<file path="src/shared/protect_pkg.sv">
package protect_pkg;

  // Raw comparator levels, all active high
  typedef struct packed {
    logic sys_below_low;   // Supply under the lower undervoltage threshold
    logic sys_below_high;  // Supply under the higher undervoltage threshold
    logic temp_over;       // Die temperature above the overtemperature threshold
    logic temp_clear;      // Die temperature below threshold minus hysteresis
  } cmp_s;

  // Enables toward the power stage and the control core
  typedef struct packed {
    logic ldo_en;              // Always-on linear regulators
    logic dcdc_en;             // All step-down converters
    logic ctrl_en;             // Internal control circuit running
    logic ctrl_rst_n;          // Internal control circuit reset, active low
    logic system_supply_good;  // Supply above the higher threshold
    logic operating;           // Device in normal operation
  } pwr_s;

  typedef enum logic [2:0] {
    ST_OFF,
    ST_CTRL_RESET,
    ST_LOW_SUPPLY,
    ST_RUN,
    ST_OVERTEMP
  } seq_state_e;

  localparam int unsigned CMP_W = $bits(cmp_s);

  // Synchroniser reset value: assume supply low and temperature cool
  localparam cmp_s CMP_RST = '{sys_below_low: 1'b1, sys_below_high: 1'b1,
                               temp_over: 1'b0, temp_clear: 1'b1};

  localparam pwr_s PWR_RST = '{default: 1'b0};

  localparam int unsigned CLK_PERIOD_NS   = 10;
  localparam int unsigned CTRL_RST_NS     = 1000;
  // Least time, rounded up to whole cycles
  localparam int unsigned CTRL_RST_CYCLES =
    (CTRL_RST_NS + CLK_PERIOD_NS - 1) / CLK_PERIOD_NS;
  localparam int unsigned RST_CNT_W = $clog2(CTRL_RST_CYCLES + 1);
  localparam logic [RST_CNT_W-1:0] RST_CNT_LAST = RST_CNT_W'(CTRL_RST_CYCLES - 1);
  localparam logic [RST_CNT_W-1:0] RST_CNT_ZERO = '0;

endpackage

</file>
<file path="src/design/supply_and_thermal_protection.sv">
// How it works
// - Two undervoltage comparators, higher and lower, each govern different supply groups.
// - Below the higher threshold all step-down converters are switched off.
// - Supply-good goes high once supply is above the higher threshold.
// - Between both thresholds the always-on regulators stay on, control keeps running.
// - Below the lower threshold regulators go off and control is disabled.
// - On recovery above the lower threshold control is reset, then restarted.
// - Die temperature above threshold stops device operation.
// - Operation resumes automatically once die temperature falls back.
// - Overtemperature release uses a lower hysteresis threshold to avoid toggling.
module supply_and_thermal_protection
  import protect_pkg::*;
(
  input  wire logic              mclk,
  input  wire logic              nrst,
  input  wire logic              clk_en,
  input  wire protect_pkg::cmp_s cmp_in,
  output protect_pkg::pwr_s      pwr_out
);
  import protect_pkg::*;

  logic [CMP_W-1:0] sync1_reg;
  logic [CMP_W-1:0] sync1_next;
  logic [CMP_W-1:0] sync2_reg;
  logic [CMP_W-1:0] sync2_next;
  cmp_s             cmp;

  // First stage feeds only the second stage; a metastable level must not fan out
  for (genvar i = 0; i < CMP_W; i++) begin : g_sync
    always_comb begin
      sync1_next[i] = cmp_in[i];
      sync2_next[i] = sync1_reg[i];
    end
    always_ff @(posedge mclk or negedge nrst) begin
      if (!nrst) begin
        sync1_reg[i] <= CMP_RST[i];
        sync2_reg[i] <= CMP_RST[i];
      end else if (clk_en) begin
        sync1_reg[i] <= sync1_next[i];
        sync2_reg[i] <= sync2_next[i];
      end
    end
  end

  assign cmp = cmp_s'(sync2_reg);

  seq_state_e           state_reg;
  seq_state_e           state_next;
  logic [RST_CNT_W-1:0] cnt_reg;
  logic [RST_CNT_W-1:0] cnt_next;
  pwr_s                 pwr_reg;
  pwr_s                 pwr_next;

  always_comb begin
    state_next = state_reg;
    cnt_next   = cnt_reg;
    case (state_reg)
      ST_OFF: begin
        if (!cmp.sys_below_low) begin
          state_next = ST_CTRL_RESET;
          cnt_next   = RST_CNT_ZERO;
        end
      end
      ST_CTRL_RESET: begin
        if (cmp.sys_below_low) begin
          state_next = ST_OFF;
        end else if (cnt_reg == RST_CNT_LAST) begin
          state_next = ST_LOW_SUPPLY;
        end else begin
          cnt_next = cnt_reg + RST_CNT_W'(1);
        end
      end
      ST_LOW_SUPPLY, ST_RUN, ST_OVERTEMP: begin
        if (cmp.sys_below_low) begin
          state_next = ST_OFF;
        end else if (cmp.temp_over) begin
          state_next = ST_OVERTEMP;
        end else if (state_reg == ST_OVERTEMP && !cmp.temp_clear) begin
          // Stay stopped until the lower release level is crossed
          state_next = ST_OVERTEMP;
        end else if (cmp.sys_below_high) begin
          state_next = ST_LOW_SUPPLY;
        end else begin
          state_next = ST_RUN;
        end
      end
      default: begin
        state_next = ST_OFF;
      end
    endcase
  end

  // Outputs except supply-good decoded from the next state so each one is a plain flip-flop
  always_comb begin
    pwr_next                    = PWR_RST;
    pwr_next.ldo_en             = (state_next != ST_OFF);
    pwr_next.dcdc_en            = (state_next == ST_RUN);
    pwr_next.ctrl_en            = (state_next == ST_LOW_SUPPLY) ||
                                  (state_next == ST_RUN);
    pwr_next.ctrl_rst_n         = (state_next != ST_OFF) &&
                                  (state_next != ST_CTRL_RESET);
    // Supply-good follows the comparator, independent of temperature
    pwr_next.system_supply_good = !cmp.sys_below_high && !cmp.sys_below_low;
    pwr_next.operating          = (state_next == ST_RUN);
  end

  always_ff @(posedge mclk or negedge nrst) begin
    if (!nrst) begin
      state_reg <= ST_OFF;
      cnt_reg   <= RST_CNT_ZERO;
      pwr_reg   <= PWR_RST;
    end else if (clk_en) begin
      state_reg <= state_next;
      cnt_reg   <= cnt_next;
      pwr_reg   <= pwr_next;
    end
  end

  assign pwr_out = pwr_reg;
endmodule // supply_and_thermal_protection

</file>
<file path="config.mk">
export PLATFORM = sky130hd
export DESIGN_NAME = supply_and_thermal_protection
export DESIGN_NICKNAME = d
export VERILOG_FILES = /design/src/shared/protect_pkg.sv /design/src/design/supply_and_thermal_protection.sv
export SDC_FILE = /design/constraint.sdc
export NUM_CORES = 1
export LEC_CHECK = 0
export ABC_CLOCK_PERIOD_IN_PS = 2150
export BUFFER_PORTS_ARGS = -buffer_cell sky130_fd_sc_hd__buf_2
export CORE_MARGIN = 8
export CORE_UTILIZATION = 55
export DETAILED_ROUTE_END_ITERATION = 6
export HOLD_SLACK_MARGIN = 0.08
export PLACE_DENSITY = 0.73
export RECOVER_POWER = 50
export SLEW_MARGIN = 0
export SYNTH_ARGS = -nofsm -noshare
export SYNTH_HDL_FRONTEND = slang
export SYNTH_SLANG_ARGS = --single-unit
export TNS_END_PERCENT = 50
</file>
<file path="constraint.sdc">
create_clock -name mclk -period 2.15 [get_ports mclk]
set_clock_uncertainty 0.1 [all_clocks]
set_input_delay 0.215 -clock mclk [delete_from_list [all_inputs] [get_ports mclk]]
set_output_delay 0.215 -clock mclk [all_outputs]
set_load 0.1 [all_outputs]
</file>
==> metrics.json, run 1 <==
{
  "outcome": {
    "run_status": "completed"
  },
  "critical_path": {
    "arrival_ps": 2010,
    "worst_setup_sp_type": "register",
    "r2r-end": "pwr_out[4]",
    "worst-path-max-fanout": 10,
    "worstReg2RegStart": "cmp[3]",
    "rr_worst_depth": 3,
    "critPathRequiredTime_ps": 2270,
    "setup.worst_path.class": "register to register",
    "setup.worst_path.end_class": "register",
    "timing.reg2reg.setup_slack_ps": 260
  },
  "synthesis": {
    "syn_inst": 99,
    "netlist.top_cell.by_area": "sky130_fd_sc_hd__dfrtp_1",
    "ys_top_cells_by_count": "sky130_fd_sc_hd__dfrtp_1 (17), sky130_fd_sc_hd__mux2_2 (8), sky130_fd_sc_hd__nand2_1 (8), sky130_fd_sc_hd__o21ai_0 (8), sky130_fd_sc_hd__inv_1 (7)",
    "synth-seq-cells": 23,
    "synth_enable_flop_cells": 0,
    "synth_area_um2": 1110,
    "asyncSetResetFlopFracSynth_pct": 100,
    "synth_seq_area_share_pct": 52.6,
    "synth_top_cells_by_area": "sky130_fd_sc_hd__dfrtp_1 (38%), sky130_fd_sc_hd__dfstp_2 (14%), sky130_fd_sc_hd__mux2_2 (8.1%), sky130_fd_sc_hd__o21ai_0 (3.6%), sky130_fd_sc_hd__nand2_1 (2.7%)",
    "synth_top_area_share_pct": 38.4,
    "postSynthAreaPerCell_um2": 11.2,
    "yosysMostFrequentCell": "sky130_fd_sc_hd__dfrtp_1",
    "netlist-cell-type-count": 35,
    "yosysWarningCount": 0,
    "synth_fp_nets": 107,
    "synth-main-ff-cell": "sky130_fd_sc_hd__dfrtp_1"
  },
  "drt": {
    "route.detailed.drc": 0,
    "via_count": 823,
    "viasPerCell": 5.76,
    "drt-pass1-iter-count": 4,
    "drtIter0Drc": 15,
    "postRouteWirelength_mm": 2.10,
    "final_antenna_net_count": 0,
    "route.detailed.wl_per_inst_um": 14.7
  },
  "clocking": {
    "clock_latency_on_the_worst_skew_pair_ps": 300,
    "cts_max_path_buffers": 2,
    "h_tree_lvls": 1,
    "cts_sinks": 23,
    "cts_root_buffer": "sky130_fd_sc_hd__clkbuf_4",
    "cts_setup_buffers": 0,
    "cts.clk_slew.worst_paths_ps": 120,
    "tritoncts.num_buffers": 3,
    "tritoncts": "done"
  },
  "place": {
    "portBuffers": 12,
    "place_hpwl_mm": 1.55,
    "place_inst": 134,
    "weighted_congestion_at_the_end_of_routability_driven_global_placement": 0.880
  },
  "final_layout": {
    "largest_reg_flops": 7,
    "layout.core_utilization_pct": 65.2,
    "drive_above_1_share_pct": 25.9,
    "layout.nets": 125,
    "area_growth_pct": 13.0,
    "antennaDiodeCount": 0,
    "instances_no_fill": 143,
    "filler_cell_count": 160
  },
  "global_routing": {
    "gr-usage-all-layers_pct": 13.8,
    "grt_antenna_before_repair": 0,
    "grt_pass1_wl_mm": 3.93,
    "grt_max_degree": 24,
    "number_of_global_route_vias_before_repair": 853,
    "global_route.overflow_total": 0
  },
  "timing": {
    "setup-violations-final": 0,
    "fmaxAchievable_mhz": 529,
    "slew_headroom_pct": 21.2,
    "timing_max_transition_violations_final": 0,
    "worst_slew_pin_slew_ps": 1180,
    "final.min_clock_period_ps": 1890,
    "grt_setup_unrepaired": "false",
    "period_share_pct": 88.0,
    "setup_tns_ps": 0,
    "final_hold_violation_count": 0,
    "fin_worst_hold_slack_ps": 147
  },
  "min_path": {
    "hold_path.class": "primary input to register",
    "whs_path_depth": 2,
    "worst_hold_startpoint": "clk_en",
    "hold-path-endpoint": "cmp[1]"
  },
  "pwr": {
    "ir_drop_uv": 544,
    "total_power_uw": 921,
    "power.leakage_uw": 0.000556,
    "power.density_nw_per_um2": 735
  },
  "job": {
    "drv_cap": 0
  },
  "floorplanning": {
    "boundaryPins": 13,
    "placementRows": 16,
    "start_util_pct": 57.7,
    "floorplan.die_area_um2": 3710,
    "core_um2": 1920,
    "die_h_um": 60.9,
    "die_width_um": 60.9
  }
}
critical path, cell delays in order, from the launching register on:
cell and delay (ps):
sky130_fd_sc_hd__dfstp_1 450, sky130_fd_sc_hd__or4b_1 750, sky130_fd_sc_hd__o32a_1 300, sky130_fd_sc_hd__o32ai_2 210
layer usage:
| metal | track usage (%) | routed length (um) | vias to the layer above |
|---|---|---|---|
| li1 | - | - | 389 |
| met1 | 16.9 | 906 | 405 |
| met2 | 22.3 | 1080 | 24 |
| met3 | 4.03 | 89 | 5 |
| met4 | 5.32 | 31 | 0 |
| met5 | 0 | 0 | - |
how the worst max path moves through the flow:
stage / slack, ps / cells past startpoint / to / start
2_1_floorplan: 500 / 1 / pwr_out[4] / pwr_out[4]
3_3_place_gp: 400 / 3 / pwr_out[4] / cmp[3]
3_5_place_dp: 340 / 3 / pwr_out[4] / cmp[3]
4_1_cts: 310 / 3 / pwr_out[4] / cmp[3]
5_1_grt: 160 / 4 / cnt_reg[4] / cmp[3]
6_report: 260 / 3 / pwr_out[4] / cmp[3]
cells in the final DEF (no fill, tap or decap), types with 2 or more instances in the layout:
cell type / count
sky130_fd_sc_hd__a21o_1: 2
sky130_fd_sc_hd__a22o_1: 2
sky130_fd_sc_hd__a31oi_1: 2
sky130_fd_sc_hd__buf_2: 11
sky130_fd_sc_hd__clkbuf_1: 2
sky130_fd_sc_hd__clkbuf_4: 3
sky130_fd_sc_hd__dfrtp_1: 17
sky130_fd_sc_hd__dfstp_1: 3
sky130_fd_sc_hd__dfstp_2: 3
sky130_fd_sc_hd__dlygate4sd3_1: 5
sky130_fd_sc_hd__inv_1: 7
sky130_fd_sc_hd__mux2_2: 8
sky130_fd_sc_hd__nand2_1: 8
sky130_fd_sc_hd__nand2b_1: 2
sky130_fd_sc_hd__nand3_1: 3
sky130_fd_sc_hd__nor2_1: 5
sky130_fd_sc_hd__nor3_1: 3
sky130_fd_sc_hd__o21ai_0: 8
sky130_fd_sc_hd__o31ai_1: 2
sky130_fd_sc_hd__o32a_1: 2
sky130_fd_sc_hd__xnor2_1: 2
what timing repair did:
item	CTS	global route
gates resized for setup	0	0
hold buffers	5	0
endpoints found under the hold margin	21	0
report_power, final:
part	internal (uW)	switching (uW)	total (uW)
combinational	69.7	116	185
clock	72.3	122	195
sequential	488	52.8	541
total	630	291	921
layout make-up:
| type | count | area [um^2] | share of cell area, % |
|---|---|---|---|
| Tap cell | 27 | 33.8 | 2.70 |
| Multi-Input combinational cell | 64 | 467 | 37.3 |
| Sequential cell | 23 | 583 | 46.6 |
| Inverter | 7 | 26.3 | 2.10 |
| Timing Repair Buffer | 18 | 116 | 9.29 |
| Clock buffer | 4 | 26.3 | 2.10 |
per-stage QoR:
step                worst slack (ps)  instance area [um^2]
floorplan                        495                  1110
global placement                 398                  1180
detailed placement               335                  1180
CTS                              306                  1250
global route                     157                  1250
finish                           258                  1250
logic make-up after synthesis:
logic type | share of synthesized area [%]
multiplexers | 8.13
buffers and inverters | 5.31
AND/OR/NAND/NOR | 14.4
adder cells (fa/ha/maj) | 1.13
XOR/XNOR | 2.37
flip-flops | 52.6
AO/OA/AOI/OAI | 16.0
Note: power is estimated with default switching activity, not from simulation.
==> run 2, diff against run 1 <==
- GPL_TIMING_DRIVEN: unset -> 0
==> run 2 against run 1 <==
  * Sequential power down 1%
  * Clock-buffer cell count unchanged
  * Flip-flop and latch count unchanged
  * Routed wire length up 2.1%
  * Critical path type unchanged
  * Highest routed layer unchanged
==> metrics.json, run 2 (synthesized netlist as in run 1, its figures left out) <==
{
  "outcome": {
    "run_status": "completed"
  },
  "timing": {
    "timing_max_transition_violations_final": 0,
    "fin_worst_hold_slack_ps": 301,
    "period_share_pct": 83.2,
    "worst_slew_pin_slew_ps": 1200,
    "setup_tns_ps": 0,
    "slew_headroom_pct": 19.9,
    "final_hold_violation_count": 0,
    "final.min_clock_period_ps": 1790,
    "fmaxAchievable_mhz": 559,
    "setup-violations-final": 0,
    "grt_setup_unrepaired": "false"
  },
  "clocking": {
    "clock_latency_on_the_worst_skew_pair_ps": 320,
    "h_tree_lvls": 1,
    "cts_max_path_buffers": 2,
    "cts.clk_slew.worst_paths_ps": 120,
    "cts_root_buffer": "sky130_fd_sc_hd__clkbuf_4",
    "tritoncts.num_buffers": 3,
    "cts_resized": 0,
    "cts_sinks": 23,
    "tritoncts": "done"
  },
  "global_routing": {
    "global_route.overflow_total": 0,
    "grt_max_degree": 24,
    "number_of_global_route_vias_before_repair": 829,
    "grt_pass1_wl_mm": 3.81,
    "gr-usage-all-layers_pct": 13.9,
    "grt_antenna_before_repair": 0
  },
  "final_layout": {
    "layout_common_cells": "sky130_fd_sc_hd__dfrtp_1 (17), sky130_fd_sc_hd__buf_2 (13), sky130_fd_sc_hd__nand2_1 (8), sky130_fd_sc_hd__o21ai_0 (8), sky130_fd_sc_hd__mux2_2 (8)",
    "area_growth_pct": 15.2,
    "layout.cells.most_common": "sky130_fd_sc_hd__dfrtp_1",
    "filler_cell_count": 149,
    "layout.nets": 129,
    "largest_reg_flops": 7,
    "layout.core_utilization_pct": 66.5,
    "drive_above_1_share_pct": 27.5,
    "antennaDiodeCount": 0
  },
  "critical_path": {
    "arrival_ps": 1930,
    "critical_path_cell_sequence": "or4b_1, buf_6, o32a_1, o32ai_2",
    "worst-path-max-fanout": 10,
    "setup.worst_path.end_class": "register",
    "setup.worst_path.class": "register to register",
    "cp_slowest_stage_delay_ps": 560,
    "crit_slowest_cell": "sky130_fd_sc_hd__or4b_1",
    "critPathRequiredTime_ps": 2290,
    "worst_setup_sp_type": "register"
  },
  "drt": {
    "viasPerCell": 5.66,
    "route.detailed.wl_per_inst_um": 14.6,
    "route.detailed.drc": 0,
    "drt-pass1-iter-count": 4,
    "final_antenna_net_count": 0,
    "via_count": 832,
    "drtIter0Drc": 15,
    "postRouteWirelength_mm": 2.15
  },
  "floorplanning": {
    "boundaryPins": 13,
    "floorplan.die_area_um2": 3710,
    "start_util_pct": 57.7,
    "die_width_um": 60.9,
    "placementRows": 16,
    "die_h_um": 60.9,
    "core_um2": 1920
  },
  "pwr": {
    "power.leakage_uw": 0.000572,
    "power.density_nw_per_um2": 731,
    "ir_drop_uv": 612
  },
  "place": {
    "portBuffers": 12,
    "place_hpwl_mm": 1.55,
    "weighted_congestion_at_the_end_of_routability_driven_global_placement": 0.906
  },
  "min_path": {
    "hold_path.class": "primary input to register"
  },
  "job": {
    "drv_cap": 0
  }
}
run 2: changes by cell type in the layout (fill, tap and decap cells not counted):
cell	previous run	this run
sky130_fd_sc_hd__buf_2	11	13
sky130_fd_sc_hd__buf_6	0	1
sky130_fd_sc_hd__clkbuf_1	2	3
run 2: stage by stage:
stage | instances | cell area (um^2) | total power [uW] | worst slack, ps
after global routing | 147 | 1280 | 979 | 270
after global placement | 138 | 1200 | 729 | 440
final | 147 | 1280 | 934 | 362
after CTS | 147 | 1280 | 945 | 415
after floorplan | 99 | 1110 | 684 | 495
after detailed placement | 138 | 1200 | 738 | 433
run 2: critical path: cells and delay by family, from the launching register on:
family | cells | cell delay (ps)
buf+inv | 1 | 160
simple gates | 1 | 560
flops | 1 | 470
compound gates | 2 | 410
run 2: path summary, 6_finish.rpt:
check	startpoint	to	slack, ps	cells past startpoint
min in group asynchronous	nrst	cnt_reg[6]	560	2
setup / recovery	cmp[3]	pwr_out[4]	360	4
setup reg to reg	cmp[3]	pwr_out[4]	360	4
hold / removal	clk_en	sync1_reg[1]	300	3
max in group asynchronous	nrst	state_reg[2]	680	2
hold reg to reg	pwr_out[1]	pwr_out[1]	390	2
run 2: layer usage:
layer  wire length [um]  part of all wire, %  GRT usage (%)  vias to the layer above
met4                 57                  2.7           7.64                        0
met5                  0                    0              0                        -
met1                894                   42           15.9                      407
met3                 60                  2.8           3.60                        7
li1                   -                    -              -                      405
met2               1140                   53           22.9                       13
run 2: repair_timing:
item / 4_1_cts / 5_1_grt
hold endpoints to repair: 21 / 0
endpoints found under the setup margin: 0 / 0
hold buffers: 5 / 0
buffers inserted: 0 / 0
run 2: where the power goes:
part	total, uW	internal, uW	switching (uW)	leakage (uW)
sequential	535	488	47.0	0.000288
clock	201	72.6	128	0.0000150
combinational	197	74.0	123	0.000269
total	934	635	299	0.000572
run 2: area by class of cell:
cell class / instances / area [um^2] / share of cell area [%]
buffer: 5 / 32.5 / 2.55
clock buffer: 4 / 26.3 / 2.06
inverter: 7 / 26.3 / 2.06
multi-input combinational: 64 / 467 / 36.5
sequential: 23 / 583 / 45.6
tap: 27 / 33.8 / 2.64
timing repair buffer: 17 / 109 / 8.52
